`config.mk`:
```
export PLATFORM = sky130hd
export DESIGN_NAME = tdm_codec_serial_port
export DESIGN_NICKNAME = d
export VERILOG_FILES = /design/src/tdm_pkg.sv /design/src/tdm_codec_serial_port.sv /design/src/tdm_pin_sync.sv
export SDC_FILE = /design/constraint.sdc
export NUM_CORES = 1
export LEC_CHECK = 0
export BUFFER_PORTS_ARGS = -buffer_cell sky130_fd_sc_hd__buf_2
export CORE_MARGIN = 3
export CORE_UTILIZATION = 45
export DETAILED_ROUTE_END_ITERATION = 12
export PLACE_DENSITY = 0.7
export SETUP_SLACK_MARGIN = 0.1
export SLEW_MARGIN = 20
export SYNTH_ARGS = -nofsm -noshare
export SYNTH_HDL_FRONTEND = slang
export SYNTH_HIERARCHICAL = 1
export SYNTH_SLANG_ARGS = --single-unit
export TNS_END_PERCENT = 50
```
`constraint.sdc`:
```
create_clock -name i_clk -period 3.8 [get_ports i_clk]
set_clock_uncertainty 0.1 [all_clocks]
set_input_delay 0.19 -clock i_clk [delete_from_list [all_inputs] [get_ports i_clk]]
set_output_delay 0.19 -clock i_clk [all_outputs]
set_load 0.01 [all_outputs]
```
`src/tdm_pkg.sv`:
```
package tdm_pkg;

    // ------------------------------------------------------------
    // framing
    // ------------------------------------------------------------
    localparam int         SLOT_BITS      = 16;
    localparam logic [3:0] LAST_BIT       = 4'hf;
    localparam logic [3:0] CTL_SPLIT_BIT  = 4'h8;
    localparam logic [9:0] FSD_BIT        = 10'h00f;
    localparam logic [7:0] FP_HOLD_CYCLES = 8'h84;

    // ------------------------------------------------------------
    // control registers
    // ------------------------------------------------------------
    localparam logic [2:0] REG_NOP    = 3'h0;
    localparam logic [2:0] REG_CTL1   = 3'h1;
    localparam logic [2:0] REG_CTL2   = 3'h2;
    localparam logic [2:0] REG_CTL3   = 3'h3;
    localparam logic [2:0] REG_CTL6   = 3'h6;
    localparam logic [7:0] CTL_RESET  = 8'h00;
    localparam int         ADOVF_BIT  = 7;
    localparam int         CX_BIT     = 6;
    localparam int         DAOVF_BIT  = 4;
    localparam int         DAC16_BIT  = 0;
    localparam int         TURBO_BIT  = 7;
    localparam int         RATE_MSB   = 2;

    typedef struct packed {
        logic [2:0] addr;
        logic       rw;
        logic       bc;
        logic [2:0] fill;
        logic [7:0] value;
    } ctl_word_t;

    typedef enum logic [2:0] {
        ST_HOLD = 3'b001,
        ST_IDLE = 3'b010,
        ST_RUN  = 3'b100
    } port_state_t;

endpackage

```
`src/tdm_codec_serial_port.sv`:
```
`timescale 1ns/1ns
// What this block does
// - release data out right after the slot's last bit
// - data slot sends adc word; control slot sends read value or zeros
// - first bit, the msb, is driven at the frame pulse fall
// - input words msb first from frame start; data words go to dac
// - in 15+1 format an input lsb of 1 leaves continuous mode
// - frame pulse drives out as master, is input as slave
// - master frame rate is master clock over 16 x p x n x m
// - delayed frame out feeds the next codec's frame pulse
// - standalone slave drives frame pulse low for 132 master clocks
// - sample rate is frame rate over a factor from control 3 bits 2..0
// - programming frame holds data slots then control slots, 16 bits each
// - programming frame uses 32 bits per codec
// - continuous bit set removes control frame; data words back to back
// - with 16-bit format, continuous ends only by write of 0 or reset
// - mode factor is 1 continuous, 2 programming
// - continuous bit clears itself on return to programming mode
// - control word: address, read flag, broadcast, value in low byte
module tdm_codec_serial_port #(
    parameter int P_DIV = 4,
    parameter int N_DIV = 2,
    parameter int M_DIV = 1
) (
    input  wire logic        i_clk,
    input  wire logic        i_rst_b,
    input  wire logic        i_role_master,
    input  wire logic        i_cascade,
    input  wire logic [4:0]  i_codec_count,
    input  wire logic        i_sclk_in,
    output logic             o_sclk_out,
    output logic             o_sclk_oe_b,
    input  wire logic        i_fp_in,
    output logic             o_fp_out,
    output logic             o_fp_oe_b,
    output logic             o_fsd,
    input  wire logic        i_din,
    output logic             o_dout,
    output logic             o_dout_oe_b,
    input  wire logic [15:0] i_adc_data,
    input  wire logic        i_adc_ovf,
    input  wire logic        i_dac_ovf,
    output logic      [15:0] o_dac_data,
    output logic             o_dac_strobe,
    output logic             o_adc_take,
    input  wire logic [2:0]  i_addr,
    input  wire logic [7:0]  i_wdata,
    input  wire logic        i_wr,
    input  wire logic        i_rd,
    output logic      [7:0]  o_rdata,
    output logic             o_cont_mode
);

    // ------------------------------------------------------------
    // constants
    // ------------------------------------------------------------
    localparam logic [7:0]  DIV_LAST   = 8'(P_DIV - 1);
    localparam logic [7:0]  DIV_HALF   = 8'(P_DIV / 2);
    localparam logic [15:0] FRAME_LAST =
        16'(tdm_pkg::SLOT_BITS * N_DIV * M_DIV - 1);
    localparam logic [23:0] FRAME_MCLK =
        24'(tdm_pkg::SLOT_BITS * P_DIV * N_DIV * M_DIV);

    // ------------------------------------------------------------
    // signals
    // ------------------------------------------------------------
    logic [9:0]              sync_q;
    logic                    role_master;
    logic                    cascade;
    logic [4:0]              ncodec;
    logic                    sclk_s;
    logic                    fp_s;
    logic                    din_s;
    logic                    sclk_d;
    logic                    fp_at_drive;
    logic [7:0]              div_cnt;
    logic [7:0]              next_div;
    logic [15:0]             fbit;
    logic [15:0]             next_fbit;
    logic                    drive_tick;
    logic                    sample_tick;
    logic                    frame_start;
    tdm_pkg::port_state_t    state;
    logic [7:0]              hold_cnt;
    logic [9:0]              bcnt;
    logic [9:0]              next_bcnt;
    logic [9:0]              flen;
    logic                    cont_active;
    logic [1:0]              kind;
    logic [1:0]              next_kind;
    logic [15:0]             tx;
    logic [15:0]             rx;
    tdm_pkg::ctl_word_t      cw;
    logic                    word_done;
    logic [7:0]              rd_val;
    logic                    ctl_wr;
    logic                    cont_exit;
    logic [7:0]              ctl [0:7];
    logic [2:0]              rate_cnt;
    logic                    take_sample;
    logic [23:0]             gap;
    logic                    gap_seen;

    // ------------------------------------------------------------
    // functions
    // ------------------------------------------------------------
    function automatic logic [9:0] frame_bits(input logic [4:0] n,
                                              input logic       cont);
        frame_bits = cont ? {1'b0, n, 4'h0} : {n, 5'h00};
    endfunction

    function automatic logic [1:0] slot_kind(input logic [9:0] b,
                                             input logic [4:0] n,
                                             input logic       cont);
        logic dat;
        logic ctlk;
        dat  = b[9:4] == 6'h00;
        ctlk = !cont && (b[9:4] == {1'b0, n});
        slot_kind = {ctlk, dat};
    endfunction

    function automatic logic reg_valid(input logic [2:0] a);
        reg_valid = (a != tdm_pkg::REG_NOP) && (a <= tdm_pkg::REG_CTL6);
    endfunction

    function automatic logic [7:0] reg_read(input logic [2:0] a);
        logic [7:0] v;
        v = reg_valid(a) ? ctl[a] : 8'h00;
        if (a == tdm_pkg::REG_CTL1) begin
            v[tdm_pkg::ADOVF_BIT] = i_adc_ovf;
            v[tdm_pkg::DAOVF_BIT] = i_dac_ovf;
        end
        reg_read = v;
    endfunction

    // ------------------------------------------------------------
    // pin synchronisers
    // ------------------------------------------------------------
    tdm_pin_sync #(
        .W (10)
    ) u_pin_sync (
        .i_clk   (i_clk),
        .i_rst_b (i_rst_b),
        .i_d     ({i_role_master, i_cascade, i_codec_count,
                   i_sclk_in, i_fp_in, i_din}),
        .o_q     (sync_q)
    );

    assign role_master = sync_q[9];
    assign cascade     = sync_q[8];
    assign ncodec      = sync_q[7:3];
    assign sclk_s      = sync_q[2];
    assign fp_s        = sync_q[1];
    assign din_s       = sync_q[0];

    // ------------------------------------------------------------
    // bit clock and frame pulse timing
    // ------------------------------------------------------------
    assign next_div  = (div_cnt == DIV_LAST) ? 8'h00 : 8'(div_cnt + 8'h01);
    assign next_fbit = (fbit == FRAME_LAST) ? 16'h0000
                                            : 16'(fbit + 16'h0001);
    assign drive_tick  = role_master ? (div_cnt == 8'h00)
                                     : (sclk_s && !sclk_d);
    assign sample_tick = role_master ? (div_cnt == DIV_HALF)
                                     : (!sclk_s && sclk_d);
    assign frame_start = drive_tick && (state != tdm_pkg::ST_HOLD) &&
                         (role_master ? (fbit == FRAME_LAST)
                                      : (fp_at_drive && !fp_s));

    always_ff @(posedge i_clk or negedge i_rst_b) begin
        if (!i_rst_b) begin
            sclk_d      <= 1'b0;
            fp_at_drive <= 1'b0;
        end else begin
            sclk_d <= sclk_s;
            if (drive_tick) begin
                fp_at_drive <= fp_s;
            end
        end
    end

    always_ff @(posedge i_clk or negedge i_rst_b) begin
        if (!i_rst_b) begin
            div_cnt     <= 8'h00;
            fbit        <= 16'h0000;
            o_sclk_out  <= 1'b0;
            o_sclk_oe_b <= 1'b1;
        end else begin
            div_cnt     <= next_div;
            o_sclk_out  <= role_master && (next_div < DIV_HALF);
            o_sclk_oe_b <= !role_master;
            if (drive_tick && role_master) begin
                fbit <= next_fbit;
            end
        end
    end

    always_ff @(posedge i_clk or negedge i_rst_b) begin
        if (!i_rst_b) begin
            o_fp_out  <= 1'b0;
            o_fp_oe_b <= 1'b1;
        end else if (state == tdm_pkg::ST_HOLD) begin
            o_fp_out  <= 1'b0;
            o_fp_oe_b <= !(role_master || !cascade);
        end else begin
            o_fp_oe_b <= !role_master;
            if (drive_tick) begin
                o_fp_out <= role_master && (next_fbit == FRAME_LAST);
            end
        end
    end

    // ------------------------------------------------------------
    // frame state and bit counting
    // ------------------------------------------------------------
    assign flen      = frame_bits(ncodec, cont_active);
    assign next_bcnt = 10'(bcnt + 10'h001);
    assign kind      = slot_kind(bcnt, ncodec, cont_active);
    assign next_kind = slot_kind(next_bcnt, ncodec, cont_active);

    always_ff @(posedge i_clk or negedge i_rst_b) begin
        if (!i_rst_b) begin
            hold_cnt <= 8'h00;
        end else if (state == tdm_pkg::ST_HOLD &&
                     hold_cnt != tdm_pkg::FP_HOLD_CYCLES) begin
            hold_cnt <= 8'(hold_cnt + 8'h01);
        end
    end

    always_ff @(posedge i_clk or negedge i_rst_b) begin
        if (!i_rst_b) begin
            state <= tdm_pkg::ST_HOLD;
        end else begin
            case (state)
                tdm_pkg::ST_HOLD: begin
                    if (hold_cnt == tdm_pkg::FP_HOLD_CYCLES) begin
                        state <= tdm_pkg::ST_IDLE;
                    end
                end
                tdm_pkg::ST_IDLE: begin
                    if (frame_start) begin
                        state <= tdm_pkg::ST_RUN;
                    end
                end
                tdm_pkg::ST_RUN: begin
                    if (frame_start) begin
                        state <= tdm_pkg::ST_RUN;
                    end else if (drive_tick &&
                                 bcnt == 10'(flen - 10'h001)) begin
                        state <= tdm_pkg::ST_IDLE;
                    end
                end
                default: begin
                    state <= tdm_pkg::ST_HOLD;
                end
            endcase
        end
    end

    always_ff @(posedge i_clk or negedge i_rst_b) begin
        if (!i_rst_b) begin
            bcnt        <= 10'h000;
            cont_active <= 1'b0;
        end else if (frame_start) begin
            bcnt        <= 10'h000;
            cont_active <= ctl[tdm_pkg::REG_CTL1][tdm_pkg::CX_BIT];
        end else if (drive_tick && state == tdm_pkg::ST_RUN) begin
            bcnt <= next_bcnt;
        end
    end

    // ------------------------------------------------------------
    // serial data out
    // ------------------------------------------------------------
    always_comb begin
        rd_val = rx[4] ? reg_read(rx[7:5]) : 8'h00;
    end

    always_ff @(posedge i_clk or negedge i_rst_b) begin
        if (!i_rst_b) begin
            o_dout      <= 1'b0;
            o_dout_oe_b <= 1'b1;
            tx          <= 16'h0000;
        end else if (frame_start) begin
            o_dout      <= i_adc_data[15];
            tx          <= {i_adc_data[14:0], 1'b0};
            o_dout_oe_b <= 1'b0;
        end else if (drive_tick && state == tdm_pkg::ST_RUN) begin
            if (next_kind != 2'b00 && next_bcnt < flen) begin
                o_dout_oe_b <= 1'b0;
                if (next_kind[1] && next_bcnt[3:0] == 4'h0) begin
                    o_dout <= 1'b0;
                    tx     <= 16'h0000;
                end else if (next_kind[1] &&
                             next_bcnt[3:0] == tdm_pkg::CTL_SPLIT_BIT) begin
                    o_dout <= rd_val[7];
                    tx     <= {rd_val[6:0], 9'h000};
                end else begin
                    o_dout <= tx[15];
                    tx     <= {tx[14:0], 1'b0};
                end
            end else begin
                o_dout      <= 1'b0;
                o_dout_oe_b <= 1'b1;
            end
        end
    end

    always_ff @(posedge i_clk or negedge i_rst_b) begin
        if (!i_rst_b) begin
            o_fsd <= 1'b0;
        end else if (drive_tick) begin
            o_fsd <= !frame_start && state == tdm_pkg::ST_RUN &&
                     next_bcnt == tdm_pkg::FSD_BIT;
        end
    end

    // ------------------------------------------------------------
    // serial data in
    // ------------------------------------------------------------
    assign cw        = {rx[14:0], din_s};
    assign word_done = sample_tick && state == tdm_pkg::ST_RUN &&
                       bcnt[3:0] == tdm_pkg::LAST_BIT;
    assign ctl_wr    = word_done && !cont_active &&
                       bcnt[9:4] >= {1'b0, ncodec} && bcnt < flen &&
                       !cw.rw && (kind[1] || cw.bc) &&
                       reg_valid(cw.addr);
    assign cont_exit = word_done && kind[0] && cont_active &&
                       !ctl[tdm_pkg::REG_CTL1][tdm_pkg::DAC16_BIT] &&
                       cw.value[0];

    always_ff @(posedge i_clk or negedge i_rst_b) begin
        if (!i_rst_b) begin
            rx <= 16'h0000;
        end else if (sample_tick && state == tdm_pkg::ST_RUN) begin
            rx <= {rx[14:0], din_s};
        end
    end

    always_ff @(posedge i_clk or negedge i_rst_b) begin
        if (!i_rst_b) begin
            o_dac_data   <= 16'h0000;
            o_dac_strobe <= 1'b0;
        end else begin
            o_dac_strobe <= 1'b0;
            if (word_done && kind[0]) begin
                o_dac_data   <= cw;
                o_dac_strobe <= take_sample;
            end
        end
    end

    // ------------------------------------------------------------
    // sample rate divider
    // ------------------------------------------------------------
    always_ff @(posedge i_clk or negedge i_rst_b) begin
        if (!i_rst_b) begin
            rate_cnt    <= 3'h0;
            take_sample <= 1'b0;
            o_adc_take  <= 1'b0;
        end else begin
            o_adc_take <= frame_start && rate_cnt == 3'h0;
            if (frame_start) begin
                take_sample <= rate_cnt == 3'h0;
                rate_cnt    <= (rate_cnt == 3'h0)
                    ? ctl[tdm_pkg::REG_CTL3][tdm_pkg::RATE_MSB:0]
                    : 3'(rate_cnt - 3'h1);
            end
        end
    end

    // ------------------------------------------------------------
    // control registers
    // ------------------------------------------------------------
    always_ff @(posedge i_clk or negedge i_rst_b) begin
        if (!i_rst_b) begin
            for (int k = 0; k < 8; k++) begin
                ctl[k] <= tdm_pkg::CTL_RESET;
            end
        end else begin
            if (ctl_wr) begin
                ctl[cw.addr] <= cw.value;
            end
            if (i_wr && reg_valid(i_addr)) begin
                ctl[i_addr] <= i_wdata;
            end
            if (cont_exit) begin
                ctl[tdm_pkg::REG_CTL1][tdm_pkg::CX_BIT] <= 1'b0;
            end
        end
    end

    always_ff @(posedge i_clk or negedge i_rst_b) begin
        if (!i_rst_b) begin
            o_rdata     <= 8'h00;
            o_cont_mode <= 1'b0;
        end else begin
            o_rdata     <= i_rd ? reg_read(i_addr) : 8'h00;
            o_cont_mode <= cont_active;
        end
    end

    // ------------------------------------------------------------
    // checks
    // ------------------------------------------------------------
    always_ff @(posedge i_clk or negedge i_rst_b) begin
        if (!i_rst_b) begin
            gap      <= 24'h000000;
            gap_seen <= 1'b0;
        end else if (frame_start) begin
            gap      <= 24'h000000;
            gap_seen <= 1'b1;
        end else if (gap != 24'hffffff) begin
            gap <= 24'(gap + 24'h000001);
        end
    end

    dout_release_a: assert property (
        @(posedge i_clk) disable iff (!i_rst_b)
        (state != tdm_pkg::ST_RUN) |-> o_dout_oe_b)
        else $error("data out driven outside a frame");

    dout_msb_a: assert property (
        @(posedge i_clk) disable iff (!i_rst_b)
        frame_start |=> (!o_dout_oe_b && o_dout == $past(i_adc_data[15])))
        else $error("msb not driven at frame start");

    ctl_zero_a: assert property (
        @(posedge i_clk) disable iff (!i_rst_b)
        (drive_tick && state == tdm_pkg::ST_RUN && !frame_start &&
         next_kind[1] && next_bcnt[3:0] == tdm_pkg::CTL_SPLIT_BIT &&
         !rx[4]) |=> (!o_dout && !o_dout_oe_b))
        else $error("control low byte not zero without read");

    cont_exit_a: assert property (
        @(posedge i_clk) disable iff (!i_rst_b)
        cont_exit |=> !ctl[tdm_pkg::REG_CTL1][tdm_pkg::CX_BIT])
        else $error("flag bit did not leave continuous mode");

    fp_dir_a: assert property (
        @(posedge i_clk) disable iff (!i_rst_b)
        (state != tdm_pkg::ST_HOLD && $stable(role_master))
        |=> (o_fp_oe_b == !$past(role_master)))
        else $error("frame pulse direction wrong for role");

    frame_rate_a: assert property (
        @(posedge i_clk) disable iff (!i_rst_b)
        (role_master && frame_start && gap_seen)
        |-> (gap == 24'(FRAME_MCLK - 24'h000001)))
        else $error("master frame period wrong");

    fsd_pos_a: assert property (
        @(posedge i_clk) disable iff (!i_rst_b)
        $rose(o_fsd) |-> (bcnt == tdm_pkg::FSD_BIT))
        else $error("delayed frame out at wrong bit");

    fp_hold_a: assert property (
        @(posedge i_clk) disable iff (!i_rst_b)
        ($past(state) == tdm_pkg::ST_HOLD && state != tdm_pkg::ST_HOLD)
        |-> (hold_cnt == tdm_pkg::FP_HOLD_CYCLES && !o_fp_out))
        else $error("initial frame pulse window wrong length");

    dac_rate_a: assert property (
        @(posedge i_clk) disable iff (!i_rst_b)
        o_dac_strobe |-> $past(take_sample && word_done && kind[0]))
        else $error("dac strobe outside a sampling frame");

endmodule

```
`src/tdm_pin_sync.sv`:
```
`timescale 1ns/1ns
module tdm_pin_sync #(
    parameter int W = 1
) (
    input  wire logic         i_clk,
    input  wire logic         i_rst_b,
    input  wire logic [W-1:0] i_d,
    output logic      [W-1:0] o_q
);

    logic [W-1:0] meta;

    always_ff @(posedge i_clk or negedge i_rst_b) begin
        if (!i_rst_b) begin
            meta <= '0;
            o_q  <= '0;
        end else begin
            meta <= i_d;
            o_q  <= meta;
        end
    end

endmodule

```
# Word level (Yosys, flattened, before mapping)

Cells that the tools add are included.

$add $sub $neg: 6
$mul: 0
Div/mod/pow operators: 0
Magnitude comparators: 12
Eq/ne operators: 21
Shift operators: 0
Mux-type cells: 54
Bitwise operators: 3
Reductions and logical operators: 63

Operators by type and width:

| operator                | number |
|---|---|
| $bwmux W64              | 2 |
| $mux W64                | 2 |
| $mux W16                | 6 |
| $mux W8                 | 11 |
| $bmux W8 S3             | 2 |
| $demux W8 S3            | 2 |
| $logic_and A1 B1 Y1     | 37 |
| $eq A16 B5 Y1 const B   | 2 |
| $mux W10                | 3 |
| $lt A10 B10 Y1          | 2 |
| $mux W1                 | 20 |
| $add A16 B1 Y16 const B | 1 |
| $add A8 B1 Y8 const B   | 2 |
| $eq A8 B2 Y1 const B    | 2 |
| $mux W3                 | 5 |
| $eq A6 B5 Y1            | 2 |
| $ge A4 B4 Y1 const B    | 3 |
| $logic_not A6 Y1        | 2 |
| $not A3 Y4              | 3 |
| $add A10 B1 Y10 const B | 1 |
| $eq A10 B10 Y1          | 1 |
| $eq A10 B4 Y1 const B   | 1 |
| $logic_not A1 Y1        | 10 |
| $sub A10 B1 Y10 const B | 1 |
| other kinds (24)        | 36 |

Register bits: 201
Bits in latches: 0
Memory bits (writable): 0
Memory bits (read-only): 0
Bits of input ports: 43
Output and inout bits: 34
Word-level logic and storage cells: 193
Memories: 0

# Depth between registers and ports, before layout

Gate-level depths: netlist of the first run.

Word-level depth: 15
Depth in mapped cells: 14
Depth with buffers taken out: 12

# Hierarchy

Netlist of the first run, hierarchy kept.

By module, submodules not included:

| module                | instances | cells each | area an instance (um2) | sequential area each (um2) |
|---|---|---|---|---|
| tdm_codec_serial_port | 1         | 996        | 9,451.6                | 4,058.9 |
| tdm_pin_sync          | 1         | 20         | 500.5                  | 500.5 |

# Worst setup path after synthesis of the first run

OpenSTA, ideal clock, no wires.

Kind: flip-flop to flip-flop
From: register bcnt[6]
To: register tx[12]
Data arrival time: 3,072 ps
Setup slack: 502 ps
Stages on the path, launching flop included: 15
Buffers on the path: 2
Cell sequence: dfrtp_1 -> clkbuf_1 -> nand4_1 -> nor2_1 -> nand3_1 -> xnor2_1 -> ha_1 -> o21ai_0 -> nor2_1 -> or4_1 -> nor3b_1 -> a32o_1 -> buf_2 -> o21ai_0 -> o21bai_1

Word-level cells in the longest chain between the ends: 9
Elaborated cells on any way between the ends: 16
Classes of those cells: add/sub: 1; order compare: 1; eq/ne: 1; mux: 5; reduce/logical: 8

RTL lines:

| element                | line                         | text |
|---|---|---|
| start, declared        | tdm_codec_serial_port.sv:85  | `logic [9:0] bcnt;` |
| start signal, assigned | tdm_codec_serial_port.sv:268 | `bcnt <= next_bcnt;` |
| $add A10 B1 Y10 *      | tdm_codec_serial_port.sv:217 | `assign next_bcnt = 10'(bcnt + 10'h001);` |
| $eq A6 B5 Y1           | tdm_codec_serial_port.sv:118 | `ctlk = !cont && (b[9:4] == {1'b0, n});` |
| $logic_and A1 B1 Y1    | tdm_codec_serial_port.sv:118 |  |
| $logic_and A1 B1 Y1    | tdm_codec_serial_port.sv:294 | `end else if (next_kind[1] &&` |
| $mux W16               | tdm_codec_serial_port.sv:294 |  |
| $mux W16               | tdm_codec_serial_port.sv:291 | `if (next_kind[1] && next_bcnt[3:0] == 4'h0) begin` |
| $mux W16               | tdm_codec_serial_port.sv:289 | `if (next_kind != 2'b00 && next_bcnt < flen) begin` |
| $mux W16               | tdm_codec_serial_port.sv:288 | `end else if (drive_tick && state == tdm_pkg::ST_RUN) begin` |
| $mux W16               | tdm_codec_serial_port.sv:284 | `end else if (frame_start) begin` |
| end signal, assigned   | tdm_codec_serial_port.sv:286 | `tx <= {i_adc_data[14:0], 1'b0};` |
| end signal, assigned   | tdm_codec_serial_port.sv:297 | `tx <= {rd_val[6:0], 9'h000};` |
| end signal, assigned   | tdm_codec_serial_port.sv:300 | `tx <= {tx[14:0], 1'b0};` |
| end, declared          | tdm_codec_serial_port.sv:91  | `logic [15:0] tx;` |

Mark *: on every way between the ends. The rest lies on a longest branch, timed or not. The select of a mux whose other input is x is not followed.
A chain may end at the register's enable or synchronous reset.

# Final worst setup path of the first run

From: register bcnt[0]
To: register tx[10]

Same word-level chain as after synthesis.

==> flow_summary.json, run 1 <==
{
  "outcome": "complete, no violations",
  "synth_area_leaders": "dfrtp_1 (45%), mux2i_1 (7.5%), mux2_2 (4.3%), nor2_1 (3.9%), a21oi_1 (3.7%)",
  "grt_pass1_wl_um": 41000,
  "drc_errors": 0,
  "synth_top_area_cell": "dfrtp_1",
  "drtIter0Drc": 650,
  "clock.fmax_ghz": 0.293,
  "slew_viol_final": 0,
  "clock_latency_ns": 0.44,
  "yosysSeqAreaShare_pct": 45.8,
  "comb_power_share_pct": 9.7,
  "htree_levels": 4,
  "end_kind": "flip-flop",
  "cts.sinks": 182,
  "regArea_um2": 4560,
  "antenna_found_initial": 0,
  "clkPwrFrac_pct": 41.5,
  "yosysWarnings": 6,
  "dieArea_um2": 23900,
  "ctsRootBufferMaster": "clkbuf_16",
  "p_switching_mw": 1.18,
  "layout-drive-gt1-share_pct": 17.2,
  "synth_edf_count": 0,
  "synth_cells": 1016,
  "synth_area_um2": 9950,
  "gp_congestion": 0.934,
  "grt_use_met3_pct": 4.81,
  "grt_pass1_vias": 7739,
  "portBuffers": 76,
  "multi_input_area_um2": 5050,
  "cp_data_required_time_ns": 4.06,
  "clkSlewWorstSetupHoldPaths_ns": 0.07,
  "grtUsageMet2_pct": 33.2,
  "numCtsBuffers": 17,
  "via_per_inst": 5.66,
  "fp.coreArea_um2": 21400,
  "n_antenna_cell": 0,
  "drtAntennaViolNets": 0,
  "pwr-share-seq_pct": 48.8,
  "crit_chain": "ha_1, nand3_1, or2_2, xnor2_1, ha_1, o21ai_0, nor2_1, or4_1, nor3b_1, a32o_1, buf_6, nand2_2, o21bai_1",
  "synth_commonest_cells": "dfrtp_1 (178), nor2_1 (103), nand2_1 (95)",
  "timing.slew.headroom_pct": 41.3,
  "synth_most_common_cell": "dfrtp_1",
  "leakage_nw": 4.95,
  "wl_um": 24800,
  "fin_util_pct": 54.1,
  "internal_power_mw": 3.33,
  "initial_core_util_pct": 46.6,
  "dieHeight_um": 155,
  "layout.nets": 1170,
  "synthArstFlopShare_pct": 100,
  "die_w_um": 155,
  "peakVddDrop_v": 0.000249,
  "cts_tree": "done",
  "grt_use_total_pct": 21.1,
  "hpwl_um": 16900,
  "fillers": 1930,
  "yosysTopAreaCellShare_pct": 44.8,
  "crit_arrival_ns": 3.68,
  "cpMostUsedCell": "ha_1",
  "swShare_pct": 26.2,
  "startpoint_type": "flip-flop",
  "drv_cap": 0,
  "overflow": 0,
  "wire_per_inst_um": 17.9,
  "dr.pass1.iters": 6,
  "worstSetupPathType": "flip-flop to flip-flop",
  "critical_path.slowest_cell": "dfrtp_1",
  "row_count": 53,
  "area_delta_synth_final_pct": 16.2,
  "grt_start_max_net_pins": 97,
  "finalHoldViolCount": 0,
  "fin_crit_sh_pct": 89.9,
  "hold_path_class": "input pin to flip-flop",
  "ys_types": 64,
  "ctsLongestPathBuffers": 2,
  "synth_area_per_cell_um2": 9.80,
  "slowest_delay_ns": 0.46,
  "rsz0062_at_grt": "false",
  "synth_nets": 1087,
  "tightest_slew_ns": 0.873,
  "io_pins": 77,
  "ys.flop_type": "dfrtp_1",
  "finalSetupTns_ns": 0,
  "worst-path-max-fanout": 24,
  "ys_seq_elements": 182,
  "use_met1_pct": 30.0,
  "setup_viol": 0,
  "power.density_nw_per_um2": 390,
  "vias": 7844,
  "grt_busiest_layer": "met2",
  "fin_crit_ns": 3.42
}
[power groups by stage]
stage                     Clock [mW]  Sequential [mW]  Combinational, mW
after floorplan                    0             2.18              0.291
after global routing            1.98             2.22              0.497
after detailed placement           0             2.23              0.411
final                           1.87             2.20              0.438
after global placement             0             2.23              0.401
after CTS                       1.90             2.20              0.439
[per-layer routing]
metal / vias up / part of all wire, %
met5: - / 0
met2: 224 / 46
met3: 30 / 6.2
li1: 3782 / -
met1: 3808 / 47
met4: 0 / 1.3
[through the flow]
| stage | total power, mW | setup slack (ns) | hold slack, ns | cell area (um2) | instances |
|---|---|---|---|---|---|
| detailed placement | 2.64 | 0.214 | 0.199 | 10600 | 1321 |
| global placement | 2.63 | 0.331 | 0.200 | 10600 | 1321 |
| global route | 4.70 | 0.120 | 0.0172 | 11600 | 1387 |
| floorplan | 2.47 | 0.502 | -0.206 | 9950 | 1016 |
| finish | 4.51 | 0.383 | 0.0212 | 11600 | 1387 |
| CTS | 4.54 | 0.179 | 0.00561 | 11500 | 1387 |
[placed cells by master, fill, tap and decap left out, types with 27 or more instances in the layout]
cell type,Yosys,final
buf_2,8,75
nand3_1,27,27
a21oi_1,74,73
dfrtp_1,178,178
nand2_1,95,94
ha_1,28,28
mux2_2,38,38
o21ai_0,48,48
xnor2_1,41,41
nor2_1,103,101
mux2i_1,75,75
dlygate4sd3_1,0,34
[layout make-up]
type / instances / share of cell area (%)
flip-flops and latches: 182 / 39.4
repair buffers: 130 / 7.75
clock inverters: 15 / 1.66
inverters: 24 / 0.779
well taps: 275 / 2.98
clock buffers: 17 / 3.68
multi-input cells: 744 / 43.7
[cell families after synthesis]
kind of cell | count (synthesis) | share of synthesized area [%]
muxes | 113 | 11.8
and+or+nand+nor | 335 | 17.0
adders and majority gates | 28 | 3.52
buffers and inverters | 90 | 3.62
xor gates and xnor gates | 54 | 4.75
AOI/OAI and AO/OA | 214 | 13.4
DFF | 182 | 45.8
[timing repair]
item	4_1_cts	5_1_grt
setup endpoints to repair	0	14
hold buffers	34	0
hold endpoints to repair	161	0
buffers inserted	0	0
gates resized for setup	0	4
[sequential cells by signal, indices dropped and copies added, names as in the netlist, 3 cells and up]
signal,cells
rate_cnt,3
ctl,46
bcnt,10
hold_cnt,8
fbit,16
div_cnt,8
u_pin_sync/o_q,10
o_rdata,8
tx,15
u_pin_sync/meta,10
o_dac_data,16
rx,15
state,3
[critical path, delay by kind of cell, from the launching register on]
kind	cells	cell delay, ns
DFF	1	0.46
xor gates and xnor gates	1	0.14
buffers and inverters	1	0.21
and+or+nand+nor	6	1.27
adders and majority gates	2	0.57
AOI/OAI and AO/OA	3	0.57
[worst paths after layout]
path / startpoint / end / slack (ns) / cells past startpoint
max in group asynchronous: i_rst_b / ctl[23]$_DFF_PN0_ / 2.39 / 3
setup / recovery: bcnt[0]$_DFFE_PN0P_ / tx[10]$_DFFE_PN0P_ / 0.38 / 13
min in group asynchronous: i_rst_b / fbit[8]$_DFFE_PN0P_ / 0.24 / 2
setup reg to reg: bcnt[0]$_DFFE_PN0P_ / tx[10]$_DFFE_PN0P_ / 0.38 / 13
hold / removal: i_wdata[6] / ctl[46]$_DFF_PN0_ / 0.02 / 3
hold reg to reg: u_pin_sync/meta[5]$_DFF_PN0_ / u_pin_sync/o_q[5]$_DFF_PN0_ / 0.25 / 0
(Power assumes the default switching activity.)
==> inputs of run 2 (changes only) <==
--- a/config.mk
+++ b/config.mk
@@ -6,10 +6,11 @@
 export NUM_CORES = 1
 export LEC_CHECK = 0
 export BUFFER_PORTS_ARGS = -buffer_cell sky130_fd_sc_hd__buf_2
+export CAP_MARGIN = 0
 export CORE_MARGIN = 3
-export CORE_UTILIZATION = 45
+export CORE_UTILIZATION = 55
 export DETAILED_ROUTE_END_ITERATION = 12
-export PLACE_DENSITY = 0.7
+export PLACE_DENSITY = 0.81
 export SETUP_SLACK_MARGIN = 0.1
 export SLEW_MARGIN = 20
 export SYNTH_ARGS = -nofsm -noshare
==> flow_summary.json, run 2 (synthesis gave the netlist of run 1 again) <==
{
  "clkPwrFrac_pct": 40.4,
  "rr_endpoint": "ctl[39]$_DFF_PN0_",
  "initial_core_util_pct": 56.9,
  "slowest_delay_ns": 0.84,
  "n_antenna_cell": 0,
  "min_path_cells": 4,
  "hold_path_class": "input pin to flip-flop",
  "worstSetupPathType": "flip-flop to flip-flop",
  "ctsRootBufferMaster": "clkbuf_16",
  "area_delta_synth_final_pct": 15.0,
  "row_count": 48,
  "power.density_nw_per_um2": 387,
  "timing.slew.headroom_pct": 21.9,
  "peakVddDrop_v": 0.000456,
  "wl_um": 25200,
  "largest_reg_flops": 46,
  "holdPathEnd": "tx[9]$_DFFE_PN0P_",
  "min-delay-start": "i_adc_data[8]",
  "dieHeight_um": 141,
  "cp_num_buf_inv": 0,
  "fp.coreArea_um2": 17500,
  "worst-path-max-fanout": 8,
  "place_inst": 1271,
  "top_regs": "ctl: 46 flops, fbit: 16 flops, o_dac_data: 16 flops",
  "drc_errors": 0,
  "r2r_slack_ns": 0.38,
  "portBuffers": 76,
  "grt_use_total_pct": 26.3,
  "overflow": 0,
  "critical_path.slowest_cell": "nor4_4",
  "regArea_um2": 4560,
  "tightest_slew_ns": 1.17,
  "r2r_start": "cont_active$_DFFE_PN0P_",
  "final_cell_mix": "dfrtp_1 (178), nor2_1 (102), nand2_1 (95), mux2i_1 (75), buf_2 (75)",
  "dr.pass1.iters": 5,
  "reg2reg_depth": 9,
  "via_per_inst": 6.01,
  "pwr-share-seq_pct": 49.6,
  "rsz0062_at_grt": "false",
  "finalHoldViolCount": 0,
  "route.met2.wl_um": 11600,
  "crit_arrival_ns": 3.60,
  "fin_crit_ns": 3.42,
  "grt_pass1_wl_um": 41800,
  "numCtsBuffers": 17,
  "grt_pass1_vias": 8091,
  "grt_start_max_net_pins": 114,
  "die_w_um": 141,
  "power_mw": 4.44,
  "htree_levels": 4,
  "leakage_nw": 4.92,
  "fillers": 1334,
  "antenna_found_initial": 0,
  "hpwl_um": 16900,
  "cpLargestDelayFamily": "simple AND/OR/NAND/NOR gates",
  "clkSlewWorstSetupHoldPaths_ns": 0.07,
  "io_pins": 77,
  "dieArea_um2": 19700,
  "postCtsSetupBuffers": 0,
  "clock_latency_ns": 0.44,
  "drtAntennaViolNets": 0,
  "vias": 8017,
  "setup_viol": 0,
  "routed.top_layer": "met4",
  "layout.nets": 1169,
  "p_switching_mw": 1.17,
  "internal_power_mw": 3.27,
  "cts_tree": "done",
  "cts.sinks": 182,
  "cp_data_required_time_ns": 3.98,
  "clock.fmax_ghz": 0.292,
  "fin_crit_sh_pct": 90.0,
  "outcome": "complete, no violations",
  "end_kind": "flip-flop",
  "layout-drive-gt1-share_pct": 16.9,
  "ctsLongestPathBuffers": 2,
  "final_cells": 1335,
  "drt-met1-wl_um": 11100,
  "comb_power_share_pct": 9.9,
  "fin_util_pct": 65.5,
  "top_register": "ctl",
  "crit_chain": "mux2i_1, ha_1, nor2b_1, o21a_1, o21ai_0, a21oi_1, nor4_4, mux2i_1, a21oi_1",
  "swShare_pct": 26.3,
  "wl_met3_um": 1710,
  "final_common_cell": "dfrtp_1",
  "drv_cap": 0,
  "wire_per_inst_um": 18.9,
  "drtIter0Drc": 824,
  "finalSetupTns_ns": 0,
  "slew_viol_final": 0,
  "startpoint_type": "flip-flop",
  "multi_input_area_um2": 5040,
  "gp_congestion": 0.933
}
[run 2: cell types whose count changed in the layout (fill, tap and decap cells not counted), sizes merged]
| cell | delta |
|---|---|
| clkbuf | +1 |
| clkinvlp | +5 |
| inv | -3 |
| dlygate4sd3 | -1 |
| bufinv | -1 |
| clkinv | -3 |
[run 2: power groups by stage]
| stage | Sequential [mW] | Clock, mW | Combinational (mW) |
|---|---|---|---|
| 2_1_floorplan | 2.18 | 0 | 0.291 |
| 3_3_place_gp | 2.23 | 0 | 0.395 |
| 3_5_place_dp | 2.23 | 0 | 0.412 |
| 4_1_cts | 2.19 | 1.81 | 0.438 |
| 5_1_grt | 2.22 | 1.89 | 0.493 |
| 6_report | 2.20 | 1.79 | 0.441 |
[run 2: worst max path at each step]
stage / start / to / slack (ns) / cells past startpoint
final: cont_active$_DFFE_PN0P_ / ctl[39]$_DFF_PN0_ / 0.38 / 9
after global routing: bcnt[0]$_DFFE_PN0P_ / tx[15]$_DFFE_PN0P_ / 0.17 / 13
after CTS: bcnt[4]$_DFFE_PN0P_ / tx[12]$_DFFE_PN0P_ / 0.31 / 13
after detailed placement: bcnt[2]$_DFFE_PN0P_ / tx[14]$_DFFE_PN0P_ / 0.32 / 13
after global placement: bcnt[4]$_DFFE_PN0P_ / tx[12]$_DFFE_PN0P_ / 0.41 / 13
after floorplan: bcnt[6]$_DFFE_PN0P_ / tx[12]$_DFFE_PN0P_ / 0.50 / 14
[run 2: area by class of cell]
class | instances | share of cell area (%)
Inverter | 24 | 0.787
Tap cell | 225 | 2.46
Sequential cell | 182 | 39.8
Timing Repair Buffer | 129 | 7.74
Clock buffer | 18 | 3.84
Clock inverter | 13 | 1.30
Multi-Input combinational cell | 744 | 44.0
[run 2: metal layers]
metal | global-route usage, % | up-vias
met5 | 0 | -
met2 | 40.9 | 295
met1 | 36.4 | 3884
met4 | 10.9 | 0
li1 | - | 3771
met3 | 4.81 | 67
[run 2: worst min-delay path, cell delays in order]
cell and delay (ns):
buf_2 0.11, nand2_1 0.05, o21ai_0 0.06, o21bai_1 0.10
[run 2: repair_timing]
| item | in CTS | in global routing |
|---|---|---|
| endpoints found under the setup margin | 0 | 4 |
| hold buffers | 33 | 0 |
| gates resized for setup | 0 | 2 |
| hold endpoints to repair | 174 | 0 |
[run 2: stage by stage]
stage / setup slack (ns) / hold slack, ns / instance area (um2)
2_1_floorplan: 0.502 / -0.206 / 9950
3_3_place_gp: 0.411 / 0.199 / 10500
3_5_place_dp: 0.323 / 0.199 / 10500
4_1_cts: 0.313 / 0.000104 / 11400
5_1_grt: 0.169 / 0.00762 / 11400
6_report: 0.380 / 0.00642 / 11400
==> inputs of run 3 (changes only) <==
--- a/config.mk
+++ b/config.mk
@@ -10,6 +10,7 @@
 export CORE_MARGIN = 3
 export CORE_UTILIZATION = 55
 export DETAILED_ROUTE_END_ITERATION = 12
+export MAX_ROUTING_LAYER = met4
 export PLACE_DENSITY = 0.81
 export SETUP_SLACK_MARGIN = 0.1
 export SLEW_MARGIN = 20
==> constraint.sdc (replaced) <==
create_clock -name i_clk -period 3.9 [get_ports i_clk]
set_clock_uncertainty 0.1 [all_clocks]
set_input_delay 0.195 -clock i_clk [delete_from_list [all_inputs] [get_ports i_clk]]
set_output_delay 0.195 -clock i_clk [all_outputs]
set_load 0.01 [all_outputs]
==> flow_summary.json, run 3 (synthesis gave the netlist of run 1 again) <==
{
  "drc_errors": 0,
  "holdPathEnd": "tx[12]$_DFFE_PN0P_",
  "final_cells": 1332,
  "hpwl_um": 16900,
  "layout-drive-gt1-share_pct": 17.3,
  "area_delta_synth_final_pct": 15.2,
  "n_antenna_cell": 0,
  "antenna_found_initial": 0,
  "fin_util_pct": 65.6,
  "grt_start_max_net_pins": 103,
  "dieArea_um2": 19700,
  "tightest_slew_ns": 0.880,
  "die_w_um": 141,
  "slew_viol_final": 0,
  "layout.nets": 1165,
  "ctsLongestPathBuffers": 2,
  "hold_path_class": "input pin to flip-flop",
  "peakVddDrop_v": 0.000505,
  "numCtsBuffers": 17,
  "via_per_inst": 6.06,
  "grt_pass1_wl_um": 40700,
  "rsz0062_at_grt": "false",
  "fin_crit_ns": 3.55,
  "min-delay-start": "i_adc_data[11]",
  "dp_slack_ns": 0.257,
  "overflow": 0,
  "cts.sinks": 182,
  "wire_per_inst_um": 18.6,
  "leakage_nw": 4.93,
  "min_path_cells": 4,
  "worst_slack_ns": 0.354,
  "setup_viol": 0,
  "row_count": 48,
  "final_common_cell": "dfrtp_1",
  "clkSlewWorstSetupHoldPaths_ns": 0.07,
  "htree_levels": 4,
  "drtIter0Drc": 702,
  "crit_arrival_ns": 3.79,
  "finalHoldViolCount": 0,
  "drtAntennaViolNets": 0,
  "power.density_nw_per_um2": 388,
  "grt_pass1_vias": 7854,
  "fin_crit_sh_pct": 90.9,
  "clock.fmax_ghz": 0.282,
  "reg2reg_depth": 13,
  "initial_core_util_pct": 56.9,
  "portBuffers": 76,
  "gp_congestion": 0.969,
  "ctsRootBufferMaster": "clkbuf_16",
  "cp_data_required_time_ns": 4.15,
  "startpoint_type": "flip-flop",
  "top_register": "ctl",
  "dr.pass1.iters": 5,
  "fp.coreArea_um2": 17500,
  "critical_path.slowest_cell": "dfrtp_1",
  "rr_endpoint": "tx[5]$_DFFE_PN0P_",
  "drv_cap": 0,
  "end_kind": "flip-flop",
  "largest_reg_flops": 46,
  "timing.slew.headroom_pct": 40.9,
  "vias": 8067,
  "slowest_delay_ns": 0.44,
  "r2r_slack_ns": 0.35,
  "r2r_start": "bcnt[0]$_DFFE_PN0P_",
  "cpMostUsedCell": "ha_1",
  "clock_latency_ns": 0.44,
  "worst-path-max-fanout": 15,
  "worstSetupPathType": "flip-flop to flip-flop",
  "final_cell_mix": "dfrtp_1 (177), nor2_1 (101), nand2_1 (95), mux2i_1 (75), buf_2 (75)",
  "dieHeight_um": 141,
  "crit_chain": "ha_1, and3_2, and3_1, xnor2_1, ha_1, a211oi_1, nor2_1, or4_1, nor3b_1, a32o_2, buf_4, nand4_1, o211ai_1",
  "place_inst": 1268,
  "finalSetupTns_ns": 0,
  "io_pins": 77,
  "top_regs": "ctl: 46 flops, fbit: 16 flops, o_dac_data: 16 flops",
  "outcome": "complete, no violations",
  "cts_tree": "done",
  "grt_use_total_pct": 26.3,
  "wl_um": 24800
}
## run 3: cell count changes in the layout (fill, tap and decap cells not counted), sizes merged
cell,previous run,this run
clkbuf,19,20
dlygate4sd3,33,29
clkinvlp,5,2
bufinv,2,4
inv,26,27
## run 3: worst max path at each step
| stage | start | to | slack [ns] |
|---|---|---|---|
| floorplan | bcnt[6]$_DFFE_PN0P_ | tx[12]$_DFFE_PN0P_ | 0.60 |
| detailed placement | bcnt[0]$_DFFE_PN0P_ | tx[8]$_DFFE_PN0P_ | 0.26 |
| global placement | bcnt[0]$_DFFE_PN0P_ | tx[8]$_DFFE_PN0P_ | 0.37 |
| finish | bcnt[0]$_DFFE_PN0P_ | tx[5]$_DFFE_PN0P_ | 0.35 |
| CTS | bcnt[0]$_DFFE_PN0P_ | tx[5]$_DFFE_PN0P_ | 0.23 |
| global route | bcnt[0]$_DFFE_PN0P_ | tx[2]$_DFFE_PN0P_ | 0.10 |
## run 3: timing repair
| item | CTS | global route |
|---|---|---|
| resized for setup | 0 | 4 |
| endpoints found under the hold margin | 156 | 0 |
| hold buffers | 29 | 0 |
| setup buffers | 0 | 3 |
| setup endpoints to repair | 0 | 16 |
## run 3: layout make-up
cell class	instances	area (um2)
Fill cell	1309	6010
Multi-Input combinational cell	744	5050
Sequential cell	182	4560
Timing Repair Buffer	125	842
Clock buffer	19	443
Tap cell	225	282
Clock inverter	13	195
Inverter	24	90.1
## run 3: critical path, delay by kind of cell (launching register included)
family,cells,cell delay (ns)
buf+inv,1,0.23
xor+xnor,1,0.14
compound gates,3,0.67
flops,1,0.44
simple gates,6,1.38
fa+ha+maj,2,0.49
## run 3: routing by layer
| layer | part of all wire (%) | wire (um) | vias up | track usage (%) |
|---|---|---|---|---|
| met5 | 0 | 0 | - | - |
| met4 | 1.8 | 435 | 0 | 6.94 |
| met3 | 6.8 | 1700 | 44 | 5.50 |
| met2 | 46 | 11500 | 326 | 39.4 |
| met1 | 45 | 11100 | 3932 | 36.7 |
| li1 | - | - | 3765 | - |
## run 3: report_power, final
group	leakage, nW	internal (mW)	switching [mW]	total, mW
sequential	2.21	2.02	0.128	2.14
clock	0.306	1.10	0.779	1.88
combinational	2.42	0.201	0.225	0.426
## run 3: metrics by stage
stage               hold WS [ns]  total power [mW]  cell area, um2
detailed placement         0.205              2.57           10500
global route              0.0256              4.62           11500
floorplan                 -0.201              2.41            9950
finish                    0.0239              4.45           11500
global placement           0.202              2.55           10500
CTS                      0.00206              4.46           11400
